## src/hw/slow_timer_pkg.sv

```systemverilog
// constants, types and decode helpers for the slow clock periodic timer
`default_nettype none
package slow_timer_pkg;
    // register bus geometry
    localparam int ADDR_W = 8;
    localparam int DATA_W = 32;
    localparam int SEL_W = 4;
    // byte offsets of the registers
    localparam logic [7:0] OFS_PRESCALER = 8'h00;
    localparam logic [7:0] OFS_PRESET = 8'h04;
    localparam logic [7:0] OFS_CTRL = 8'h08;
    localparam logic [7:0] OFS_IRQ_STATUS = 8'h0C;
    localparam logic [7:0] OFS_IRQ_MASK = 8'h10;
    localparam logic [7:0] OFS_COUNT = 8'h14;
    // values after reset
    localparam logic [2:0] DIVIDER_RESET = 3'h0;
    localparam logic [15:0] PRESET_RESET = 16'hFFFF;
    localparam logic [1:0] IRQ_RESET = 2'h0;
    // prescaler field layout
    localparam int DIV_W = 3;
    localparam int DIV_LSB = 0;
    localparam logic [2:0] DIV_MAX_CODE = 3'h5;
    localparam int DIV_CNT_W = 5;
    localparam logic [4:0] DIV_RESERVED_LIMIT = 5'h1F;
    // control and status bit positions
    localparam int CTRL_RESTART_BIT = 0;
    localparam int CTRL_TERM_BIT = 1;
    localparam int CTRL_IRQ_EN_BIT = 2;
    localparam int CTRL_WD_BIT = 3;
    localparam int CTRL_FREEZE_BIT = 4;
    localparam int CTRL_W = 5;
    // interrupt status and mask layout
    localparam int IRQ_W = 2;
    localparam int IRQ_UNDERFLOW_BIT = 0;
    localparam int IRQ_RESTART_BIT = 1;
    localparam int TIMER_W = 16;

    typedef enum logic [2:0] {
        SEL_PRESCALER, SEL_PRESET, SEL_CTRL, SEL_IRQ_STATUS, SEL_IRQ_MASK, SEL_COUNT, SEL_NONE
    } reg_sel_t;

    // terminal value of the divider counter for a divider code
    function automatic logic [4:0] div_limit(input logic [2:0] code);
        if (code > DIV_MAX_CODE) begin
            return DIV_RESERVED_LIMIT;
        end
        return 5'((6'h01 << code) - 6'h01);
    endfunction

    // byte address to register select
    function automatic reg_sel_t decode_reg(input logic [7:0] adr);
        case (adr)
            OFS_PRESCALER: return SEL_PRESCALER;
            OFS_PRESET: return SEL_PRESET;
            OFS_CTRL: return SEL_CTRL;
            OFS_IRQ_STATUS: return SEL_IRQ_STATUS;
            OFS_IRQ_MASK: return SEL_IRQ_MASK;
            OFS_COUNT: return SEL_COUNT;
            default: return SEL_NONE;
        endcase
    endfunction
endpackage
`default_nettype wire

```

## src/hw/timer_link_if.sv

```systemverilog
// link between the tick prescaler, the down-counter and the register block
`timescale 1ns/1ps
`default_nettype none
interface timer_link_if #(parameter int WIDTH = 16) ();
    logic tick;
    logic restart_req;
    logic [WIDTH-1:0] preset;
    logic [WIDTH-1:0] count;
    logic zero_event;
    logic underflow;
    logic restart_done;

    modport prescaler (output tick);
    modport counter (
        input tick, restart_req, preset,
        output count, zero_event, underflow, restart_done
    );
    modport ctrl (
        input tick, count, zero_event, underflow, restart_done,
        output restart_req, preset
    );
endinterface
`default_nettype wire

```

## src/hw/slow_clock_periodic_timer.sv

```systemverilog
// slow clock periodic timer: wishbone registers, interrupts and timer core
// Operation
// [RQ1] prescaler register is 8-bit read/write, cleared at reset
// [RQ2] bits 2 to 0 of prescaler select the slow clock divide factor
// [RQ3] codes 000 to 101 divide by 1, 2, 4, 8, 16, 32
// [RQ4] software uses only codes 000 to 101; others are undefined
// [RQ5] preset register is 16-bit read/write, all ones after reset
// [RQ6] counter reloads from preset on every underflow
// [RQ7] one period spans preset plus one ticks
// [RQ8] software loads preset only with 0001h to FFFFh
// [RQ9] control and status register is 8-bit read/write, cleared at reset
// [RQ10] setting restart reloads counter from preset on a tick
// [RQ11] restart acts on next tick then clears itself; new preset waits
// [RQ12] at zero: one-tick pulse, terminal count set, interrupt if enabled
// [RQ13] writes leave terminal count alone; a read of the register clears it
// [RQ14] bits: restart 0, count 1, irq enable 2, watchdog 3, freeze 4
// [RQ15] reserved bits read zero and ignore writes
`timescale 1ns/1ps
`default_nettype none
module slow_clock_periodic_timer
    import slow_timer_pkg::*;
(
    input wire logic clock,
    input wire logic resetn,
    input wire logic slow_clock,
    input wire logic wb_cyc,
    input wire logic wb_stb,
    input wire logic wb_we,
    input wire logic [ADDR_W-1:0] wb_adr,
    input wire logic [SEL_W-1:0] wb_sel,
    input wire logic [DATA_W-1:0] wb_dat_w,
    output logic [DATA_W-1:0] wb_dat_r,
    output logic wb_ack,
    output logic timer_tick_clock,
    output logic underflow_pulse,
    output logic timer_irq
);
    timer_link_if #(.WIDTH(TIMER_W)) link ();

    logic ack_q;
    logic [DATA_W-1:0] rdata_q;
    logic [DATA_W-1:0] rdata_d;
    logic [DIV_W-1:0] divider_q;
    logic [TIMER_W-1:0] preset_q;
    logic restart_q;
    logic term_flag_q;
    logic irq_en_q;
    logic wd_status_q;
    logic freeze_q;
    logic [IRQ_W-1:0] irq_status_q;
    logic [IRQ_W-1:0] irq_mask_q;
    logic [IRQ_W-1:0] irq_event;
    logic access;
    logic wr;
    logic rd;
    reg_sel_t sel;
    logic wr_ctrl;
    logic [CTRL_W-1:0] ctrl_view;

    // bus request qualification, one access per ack
    assign access = wb_cyc & wb_stb & ~ack_q;
    assign wr = access & wb_we;
    assign rd = access & ~wb_we;
    assign sel = decode_reg(wb_adr);
    assign wr_ctrl = wr & (sel == SEL_CTRL) & wb_sel[0];

    // control and status view in bit order
    always_comb begin
        ctrl_view = '0;
        ctrl_view[CTRL_RESTART_BIT] = restart_q; // RQ14
        ctrl_view[CTRL_TERM_BIT] = term_flag_q;
        ctrl_view[CTRL_IRQ_EN_BIT] = irq_en_q;
        ctrl_view[CTRL_WD_BIT] = wd_status_q;
        ctrl_view[CTRL_FREEZE_BIT] = freeze_q;
    end

    // read data mux, unused bits zero
    always_comb begin
        rdata_d = '0;
        unique case (sel)
            SEL_PRESCALER: rdata_d[DIV_LSB +: DIV_W] = divider_q; // RQ15
            SEL_PRESET: rdata_d[TIMER_W-1:0] = preset_q;
            SEL_CTRL: rdata_d[CTRL_W-1:0] = ctrl_view; // RQ15
            SEL_IRQ_STATUS: rdata_d[IRQ_W-1:0] = irq_status_q;
            SEL_IRQ_MASK: rdata_d[IRQ_W-1:0] = irq_mask_q;
            SEL_COUNT: rdata_d[TIMER_W-1:0] = link.count;
            SEL_NONE: rdata_d = '0;
        endcase
    end

    // ack one cycle after the strobe, read data latched with it
    always_ff @(posedge clock) begin
        if (!resetn) begin
            ack_q <= 1'b0;
            rdata_q <= '0;
        end else begin
            ack_q <= access;
            if (rd) begin
                rdata_q <= rdata_d;
            end
        end
    end

    // prescaler divider field, upper bits not stored
    always_ff @(posedge clock) begin
        if (!resetn) begin
            divider_q <= DIVIDER_RESET; // RQ1
        end else if (wr && (sel == SEL_PRESCALER) && wb_sel[0]) begin
            divider_q <= wb_dat_w[DIV_LSB +: DIV_W]; // RQ2 RQ4
        end
    end

    // preset, one byte lane per byte
    for (genvar b = 0; b < TIMER_W / 8; b++) begin : g_preset_lane
        always_ff @(posedge clock) begin
            if (!resetn) begin
                preset_q[8*b +: 8] <= PRESET_RESET[8*b +: 8]; // RQ5
            end else if (wr && (sel == SEL_PRESET) && wb_sel[b]) begin
                preset_q[8*b +: 8] <= wb_dat_w[8*b +: 8]; // RQ8
            end
        end
    end

    // plain control bits of the control and status register
    always_ff @(posedge clock) begin
        if (!resetn) begin
            irq_en_q <= 1'b0; // RQ9
            wd_status_q <= 1'b0;
            freeze_q <= 1'b0;
        end else if (wr_ctrl) begin
            irq_en_q <= wb_dat_w[CTRL_IRQ_EN_BIT]; // RQ14
            wd_status_q <= wb_dat_w[CTRL_WD_BIT];
            freeze_q <= wb_dat_w[CTRL_FREEZE_BIT];
        end
    end

    // restart request: write one sets, done pulse clears, set wins
    always_ff @(posedge clock) begin
        if (!resetn) begin
            restart_q <= 1'b0;
        end else if (wr_ctrl && wb_dat_w[CTRL_RESTART_BIT]) begin
            restart_q <= 1'b1; // RQ10
        end else if (link.restart_done) begin
            restart_q <= 1'b0; // RQ11
        end
    end

    // terminal count: set at zero, cleared by a read, set wins
    always_ff @(posedge clock) begin
        if (!resetn) begin
            term_flag_q <= 1'b0;
        end else if (link.zero_event) begin
            term_flag_q <= 1'b1; // RQ12
        end else if (rd && (sel == SEL_CTRL)) begin
            term_flag_q <= 1'b0; // RQ13
        end
    end

    // interrupt events
    assign irq_event[IRQ_UNDERFLOW_BIT] = link.zero_event & irq_en_q; // RQ12
    assign irq_event[IRQ_RESTART_BIT] = link.restart_done;

    // sticky status bits, write one clears, event wins
    for (genvar i = 0; i < IRQ_W; i++) begin : g_irq_status
        always_ff @(posedge clock) begin
            if (!resetn) begin
                irq_status_q[i] <= IRQ_RESET[i];
            end else if (irq_event[i]) begin
                irq_status_q[i] <= 1'b1;
            end else if (wr && (sel == SEL_IRQ_STATUS) && wb_sel[0] && wb_dat_w[i]) begin
                irq_status_q[i] <= 1'b0;
            end
        end
    end

    // interrupt mask
    always_ff @(posedge clock) begin
        if (!resetn) begin
            irq_mask_q <= IRQ_RESET;
        end else if (wr && (sel == SEL_IRQ_MASK) && wb_sel[0]) begin
            irq_mask_q <= wb_dat_w[IRQ_W-1:0];
        end
    end

    // timer core hookup
    assign link.restart_req = restart_q;
    assign link.preset = preset_q; // RQ11

    tick_prescaler_gen u_prescaler (
        .clock(clock),
        .resetn(resetn),
        .slow_clock(slow_clock),
        .slow_clock_divider(divider_q),
        .link(link)
    );

    reload_down_counter #(.WIDTH(TIMER_W)) u_counter (
        .clock(clock),
        .resetn(resetn),
        .link(link)
    );

    // outputs
    assign wb_ack = ack_q;
    assign wb_dat_r = rdata_q;
    assign timer_tick_clock = link.tick;
    assign underflow_pulse = link.underflow;
    assign timer_irq = |(irq_status_q & irq_mask_q);
endmodule
`default_nettype wire

```

## src/hw/tick_prescaler_gen.sv

```systemverilog
// slow clock edge detect and programmable power-of-two tick divider
`timescale 1ns/1ps
`default_nettype none
module tick_prescaler_gen
    import slow_timer_pkg::*;
(
    input wire logic clock,
    input wire logic resetn,
    input wire logic slow_clock,
    input wire logic [DIV_W-1:0] slow_clock_divider,
    timer_link_if.prescaler link
);
    logic slow_prev_q;
    logic [DIV_CNT_W-1:0] div_cnt_q;
    logic tick_q;
    logic slow_edge;
    logic [DIV_CNT_W-1:0] limit;

    // rising edge of the slow clock and the divide limit
    assign slow_edge = slow_clock & ~slow_prev_q;
    assign limit = div_limit(slow_clock_divider); // RQ3

    // previous slow clock level
    always_ff @(posedge clock) begin
        if (!resetn) begin
            slow_prev_q <= 1'b1; // no false edge if the slow clock is high at release
        end else begin
            slow_prev_q <= slow_clock;
        end
    end

    // divide slow edges down to one tick per 2^code edges, 32 edges for codes 110 and 111
    always_ff @(posedge clock) begin
        if (!resetn) begin
            div_cnt_q <= '0;
            tick_q <= 1'b0;
        end else begin
            tick_q <= 1'b0;
            if (slow_edge) begin
                if (div_cnt_q >= limit) begin // RQ2
                    div_cnt_q <= '0;
                    tick_q <= 1'b1;
                end else begin
                    div_cnt_q <= div_cnt_q + 1'b1;
                end
            end
        end
    end

    assign link.tick = tick_q;
endmodule
`default_nettype wire

```

## src/hw/reload_down_counter.sv

```systemverilog
// down-counter with preset reload on underflow or restart
`timescale 1ns/1ps
`default_nettype none
module reload_down_counter
    import slow_timer_pkg::*;
#(
    parameter int WIDTH = TIMER_W
) (
    input wire logic clock,
    input wire logic resetn,
    timer_link_if.counter link
);
    logic [WIDTH-1:0] count_q;
    logic zero_q;
    logic underflow_q;
    logic restart_done_q;
    logic hits_zero;

    // next tick brings the count to zero
    assign hits_zero = ~link.restart_req & (count_q == WIDTH'(1));

    // count down, reload on zero or restart; a zero preset just reloads zero
    always_ff @(posedge clock) begin
        if (!resetn) begin
            count_q <= WIDTH'(PRESET_RESET);
        end else if (link.tick) begin
            if (link.restart_req) begin
                count_q <= link.preset; // RQ10
            end else if (count_q == '0) begin
                count_q <= link.preset; // RQ6 RQ8
            end else begin
                count_q <= count_q - 1'b1; // RQ7
            end
        end
    end

    // underflow held one tick, event and restart pulses one clock
    always_ff @(posedge clock) begin
        if (!resetn) begin
            zero_q <= 1'b0;
            underflow_q <= 1'b0;
            restart_done_q <= 1'b0;
        end else begin
            zero_q <= link.tick & hits_zero; // RQ12
            restart_done_q <= link.tick & link.restart_req; // RQ11
            if (link.tick) begin
                underflow_q <= hits_zero; // RQ12
            end
        end
    end

    assign link.count = count_q;
    assign link.zero_event = zero_q;
    assign link.underflow = underflow_q;
    assign link.restart_done = restart_done_q;
endmodule
`default_nettype wire

```

## config.mk

```make
export PLATFORM = sky130hd
export DESIGN_NAME = slow_clock_periodic_timer
export DESIGN_NICKNAME = d
export VERILOG_FILES = /design/src/hw/slow_timer_pkg.sv /design/src/hw/timer_link_if.sv /design/src/hw/slow_clock_periodic_timer.sv /design/src/hw/tick_prescaler_gen.sv /design/src/hw/reload_down_counter.sv
export SDC_FILE = /design/constraint.sdc
export NUM_CORES = 1
export LEC_CHECK = 0
export ABC_AREA = 1
export BUFFER_PORTS_ARGS = -buffer_cell sky130_fd_sc_hd__buf_2
export CAP_MARGIN = 20
export CORE_ASPECT_RATIO = 1.25
export CORE_UTILIZATION = 54
export CTS_CLUSTER_DIAMETER = 100
export DETAILED_ROUTE_END_ITERATION = 7
export GPL_TIMING_DRIVEN = 0
export PLACE_DENSITY = 0.82
export SLEW_MARGIN = 20
export SYNTH_ARGS = -nofsm -noshare
export SYNTH_HDL_FRONTEND = slang
export SYNTH_SLANG_ARGS = --single-unit
export TNS_END_PERCENT = 100
```

## constraint.sdc

```tcl
create_clock -name clock -period 2.4 [get_ports clock]
set_input_delay 0.48 -clock clock [delete_from_list [all_inputs] [get_ports clock]]
set_output_delay 0.48 -clock clock [all_outputs]
set_load 0.01 [all_outputs]
```

Word level (Yosys, flattened, before mapping)
Index checks and enable logic that the tools add are counted.
- shifts and indexed selects: 1
- bitwise gates (word level): 16
- order comparisons: 2
- add/sub/neg operators: 3
- equality and inequality tests: 12
- reduce and logical (&&, ||, !) cells: 22
- multiplexer cells: 20
- operator list (cell ; count):
    $mux W16 ; 2
    $pmux W11 S2 ; 1
    $pmux W3 S6 ; 1
    $eq A16 B1 Y1 const B ; 1
    $eq A8 B4 Y1 const B ; 2
    $eq A8 B5 Y1 const B ; 2
    $logic_not A16 Y1 ; 1
    $sub A16 B1 Y16 const B ; 1
    $mux W5 ; 3
    $pmux W2 S7 ; 1
    $logic_and A1 B1 Y1 ; 13
    $and A1 B1 Y1 ; 11
    $mux W1 ; 10
    $eq A3 B3 Y1 const B ; 3
    $eq A8 B3 Y1 const B ; 1
    $logic_not A8 Y1 ; 1
    $reduce_bool A2 Y1 ; 4
    $eq A3 B2 Y1 const B ; 2
    $pmux W2 S3 ; 1
    $add A5 B1 Y5 const B ; 1
    $ge A5 B5 Y1 ; 1
    $shl A1 B3 Y5 const A ; 1
    $sub A5 B1 Y5 const B ; 1
    $not A1 Y1 ; 4
    7 further kinds ; 7
- register bits: 71
- bits of input ports: 50
- word-level logic and storage cells: 96
- output and inout bits: 36

Longest topological paths before layout
- word-level depth: 8
- depth in mapped cells: 13
- mapped depth without buffers: 13

Modules after synthesis
A second synthesis with hierarchy kept.
- cells, all modules: 599
- area total of the unflattened synthesis: 4077.7 sq um
- by module, submodules not included (module ; sequential area each (sq um) ; instances ; cells each ; area an instance (sq um)):
    slow_clock_periodic_timer ; 900.9 ; 1 ; 303 ; 2234.6
    reload_down_counter ; 380.4 ; 1 ; 227 ; 1357.6
    tick_prescaler_gen ; 140.1 ; 1 ; 69 ; 485.5

Least setup slack after synthesis
Ideal clock, no wire load.
- path kind: reg-to-reg
- start: register divider_q[1]
- end: register u_prescaler.div_cnt_q[2]
- library setup time: 0.116 ns
- buffers on the path: 0
- clock period less this slack: 2.081 ns
- path slack: 0.319 ns
- arrival: 1.966 ns
- required time: 2.284 ns
- cell stages (with the launch flop): 14
- cell sequence: dfxtp_1 > inv_1 > nand3_1 > ha_1 > inv_1 > nor2_1 > xor2_1 > ha_1 > nand2_1 > or3_1 > nand3_1 > nand2_1 > nand2_1 > nor2_1
- cells in the longest elaborated chain, start to end: 5
- elaborated cells on any way between the ends: 7
- those cells by class: add/sub (1); order compare (2); shift (1); mux (3)
- ends and longest elaborated chain (item ; line ; source):
    start: declaration ; slow_clock_periodic_timer.sv:43 ; logic [DIV_W-1:0] divider_q;
    start signal: assignment ; slow_clock_periodic_timer.sv:109 ; divider_q <= wb_dat_w[DIV_LSB +: DIV_W];
    $shl A1 B3 Y5 or $gt A3 B3 Y1 (tied branches) ; slow_timer_pkg.sv:47, slow_timer_pkg.sv:44 ;
    $sub A5 B1 Y5 or $mux W1 (tied branches) ; slow_timer_pkg.sv:47, slow_timer_pkg.sv:44 ;
    $mux W5 * ; slow_timer_pkg.sv:47 ; return 5'((6'h01 << code) - 6'h01);
    $ge A5 B5 Y1 * ; tick_prescaler_gen.sv:40 ; if (div_cnt_q >= limit) begin
    $mux W5 * ; tick_prescaler_gen.sv:40 ;
    end signal: assignment ; tick_prescaler_gen.sv:44 ; div_cnt_q <= div_cnt_q + 1'b1;
    end: declaration ; tick_prescaler_gen.sv:14 ; logic [DIV_CNT_W-1:0] div_cnt_q;
Mark *: on every way between the ends. The rest lies on a longest branch, timed or not.
A chain may end at the register's enable or synchronous reset.

Worst setup path after layout
- start: register divider_q[1]
- end: register u_prescaler.div_cnt_q[4]
The elaborated chain is that of the path after synthesis.

==> impl_metrics.yaml <==
run_status:
  status: "finished clean"
clock_tree:
  htreeDepth: 3
  numCtsBuffers: 9
  cts_hold_buf: 0
  clk_latency_ns: 0.36
  cts.sinks: 71
  cts_tree: "yes"
  path_clk_slew_ns: 0.09
  ctsLongestPathBuffers: 2
  cts_root_buf: "clkbuf_8"
setup_path:
  worstPathArrival_ns: 2.50
  max_stage_delay_ns: 0.37
  critPathMaxFanout: 7
  rrSetupSlack_ns: 0.15
  path_cells: "inv_2 > nand3_1 > ha_1 > inv_1 > nor2_1 > xor2_1 > ha_1 > nand2_1 > or3_1 > nand3_1 > nand2_1 > nand2_2 > nor2_1"
  crit_slowest_cell: "dfxtp_2"
  endpoint_kind: "flop"
  required_ns: 2.65
  worstSetupStartpointType: "flop"
  crit_type: "reg2reg"
cells_and_area:
  area_delta_synth_final_pct: 16.09
  diodes: 0
  nets: 695
  fin_util: 0.6485
  drive_gt1_frac: 0.2047
  fin_area_um2: 4497
placed_design:
  pre_cts_slack_ns: 0.06961
  portBuffers: 50
  post-dp-hpwl_mm: 7.720
  globalplace.congestion: 0.9343
  placed_cell_area_um2: 4293
sta:
  period_minus_slack_ns: 2.246
  layout_setup_ws_ns: 0.1536
  tightest_slew_ns: 0.5996
  whs_ns: 0.3112
  maxSlewHeadroom: 0.6003
  fin_setup_tns_ns: 0
  rsz0062_at_grt: "no"
  finClkSkew_ns: 0.009782
  setup_viol: 0
  finalCritPeriodShare: 0.9360
  max_freq_mhz: 445.2
  slew_violations: 0
  hold_viol_final: 0
power_and_ir_drop:
  max-vdd-ir-drop_v: 0.0004388
  power.density_nw_per_um2: 510.0
  p_leak_uw: 0.002185
global_routing:
  grt_pass1_wl_mm: 16.70
  gr-usage-met3: 0.04623
  antenna_found_initial: 0
  grt.busiest_layer: "met2"
  grt_pass1_vias: 3616
  grt_usage: 0.2806
  use_met2: 0.4738
  grt_overflow: 0
  use_met1: 0.3442
  grt_max_degree: 16
route:
  vias: 3921
  final_antenna_net_count: 0
  first_iter_violations: 301
  viasPerCell: 5.371
  routed_wl_mm: 10.08
  post-route-drc-count: 0
  wl_per_cell_um: 13.81
  drt_pass1_iterations: 5
floorplanning:
  core_um2: 6934
  die_w_um: 77.76
  start_util: 0.5586
  rows: 34
  io_pins: 86
  dieArea_um2: 7519
  die_h_um: 96.70
logic_synthesis:
  syn_inst: 557
  ys_warn_count: 0
  ys_types: 32
  syn_area_um2: 3874
  yosysTopAreaCell: "dfxtp_1"
  ys_top_cells_by_area: "dfxtp_1 37%, nand2_1 12%, a21oi_1 6.6%"
  syn_area_per_cell_um2: 6.955
  ys_seq_area_frac: 0.3669
  yosysTopAreaCellShare: 0.3669
  synth-seq-cells: 71
run:
  drv_cap: 0
worst_hold_path:
  min_path_type: "in2reg"
-- critical path: cells and delay by family, from the launching register on --
| family | cells | cell delay, ns |
|---|---|---|
| and+or+nand+nor | 8 | 0.92 |
| xor gates and xnor gates | 1 | 0.16 |
| adders and majority gates | 2 | 0.54 |
| buffers and inverters | 2 | 0.15 |
| DFF | 1 | 0.37 |
-- repair_timing --
| item | 4_1_cts | 5_1_grt |
|---|---|---|
| buffers inserted | 0 | 2 |
| gates resized for setup | 0 | 5 |
| endpoints found under the setup margin | 0 | 6 |
-- synth_stat cells (all sizes together) --
cell    number
nor3         4
a22o         1
a31o         1
o211ai       5
nand2      127
nor2        63
ha          10
a21oi       51
clkinv       1
o22ai        5
nor3b        1
conb         1
inv         60
clkbuf       8
nand3       40
o21a         2
o21ai       44
xor2        17
nand4       16
buf         28
or3          1
dfxtp       71
-- registers in the layout, summed over array words and instances (netlist names), 2 cells and up --
register / cells
wb_dat_r: 16
link.preset: 16
irq_status_q: 2
divider_q: 3
irq_mask_q: 2
u_prescaler.div_cnt_q: 5
u_counter.link.count: 16
-- stage by stage --
| stage | power (uW) | std cells |
|---|---|---|
| 3_5_place_dp | 1406 | 712 |
| 6_report | 2293 | 730 |
| 2_1_floorplan | 1344 | 572 |
| 3_3_place_gp | 1401 | 712 |
| 5_1_grt | 2373 | 730 |
| 4_1_cts | 2297 | 728 |
-- worst paths after layout --
path                                      from                               endpoint  depth (start not counted)
hold / removal                      slow_clock     u_prescaler.slow_prev_q$_SDFF_PN1_                          3
setup / recovery     divider_q[1]$_SDFFE_PN0P_  u_prescaler.div_cnt_q[4]$_SDFFE_PN0P_                         13
setup reg to reg     divider_q[1]$_SDFFE_PN0P_  u_prescaler.div_cnt_q[4]$_SDFFE_PN0P_                         13
hold reg to reg   link.preset[11]$_SDFFE_PN1P_           link.preset[11]$_SDFFE_PN1P_                          2
-- report_power, final --
group / switching, uW / leakage [uW] / internal [uW] / total, uW
clock: 517 / 0.0000888 / 394 / 911
combinational: 112 / 0.00152 / 65.1 / 177
sequential: 15.0 / 0.000575 / 1190 / 1210
-- kinds of logic after synthesis --
| logic type | count (synthesis) | synth area share |
|---|---|---|
| AND/OR/NAND/NOR | 252 | 0.2884 |
| other | 1 | 0.0009681 |
| adder cells (fa/ha/maj) | 10 | 0.03230 |
| flip-flops | 71 | 0.3669 |
| XOR/XNOR | 17 | 0.03844 |
| buffers and inverters | 97 | 0.1176 |
| AO/OA/AOI/OAI | 109 | 0.1554 |
-- per-layer routing --
metal / vias to the layer above / share of wire
met5: - / 0
met4: 0 / 0.027
met3: 29 / 0.059
met2: 151 / 0.49
met1: 1802 / 0.43
li1: 1939 / -
-- placed cells by master, fill, tap and decap left out, types with 2 or more instances in the layout --
| master | Yosys | final |
|---|---|---|
| clkbuf_1 | 8 | 8 |
| nor2_2 | 10 | 10 |
| nand3_2 | 2 | 2 |
| o22ai_1 | 5 | 5 |
| conb_1 | 1 | 16 |
| clkinvlp_4 | 0 | 2 |
| nand2_1 | 123 | 122 |
| o21a_1 | 2 | 2 |
| o211ai_2 | 5 | 5 |
| nand3_1 | 38 | 38 |
| inv_1 | 53 | 50 |
| inv_2 | 7 | 10 |
| inv_6 | 0 | 3 |
| buf_6 | 2 | 2 |
| o21ai_0 | 17 | 17 |
| a21oi_1 | 51 | 51 |
| buf_4 | 18 | 20 |
| nand2_4 | 2 | 2 |
| dfxtp_1 | 71 | 70 |
| nor3_1 | 4 | 4 |
| xor2_1 | 17 | 17 |
| o21ai_1 | 27 | 27 |
| clkbuf_8 | 0 | 9 |
| nand2_2 | 2 | 3 |
| ha_1 | 10 | 10 |
| buf_2 | 7 | 57 |
| nand4_1 | 16 | 16 |
| nor2_1 | 51 | 51 |
| nor2_4 | 2 | 2 |
-- final cells by class --
type / count / area, um2
Buffer: 36 / 226.5
Clock buffer: 9 / 123.9
Clock inverter: 7 / 61.31
Fill cell: 634 / 2437
Inverter: 61 / 229.0
Multi-Input combinational cell: 404 / 2056
Sequential cell: 71 / 1423
Tap cell: 90 / 112.6
Timing Repair Buffer: 52 / 265.3
Power figures use the tool's default switching activity.
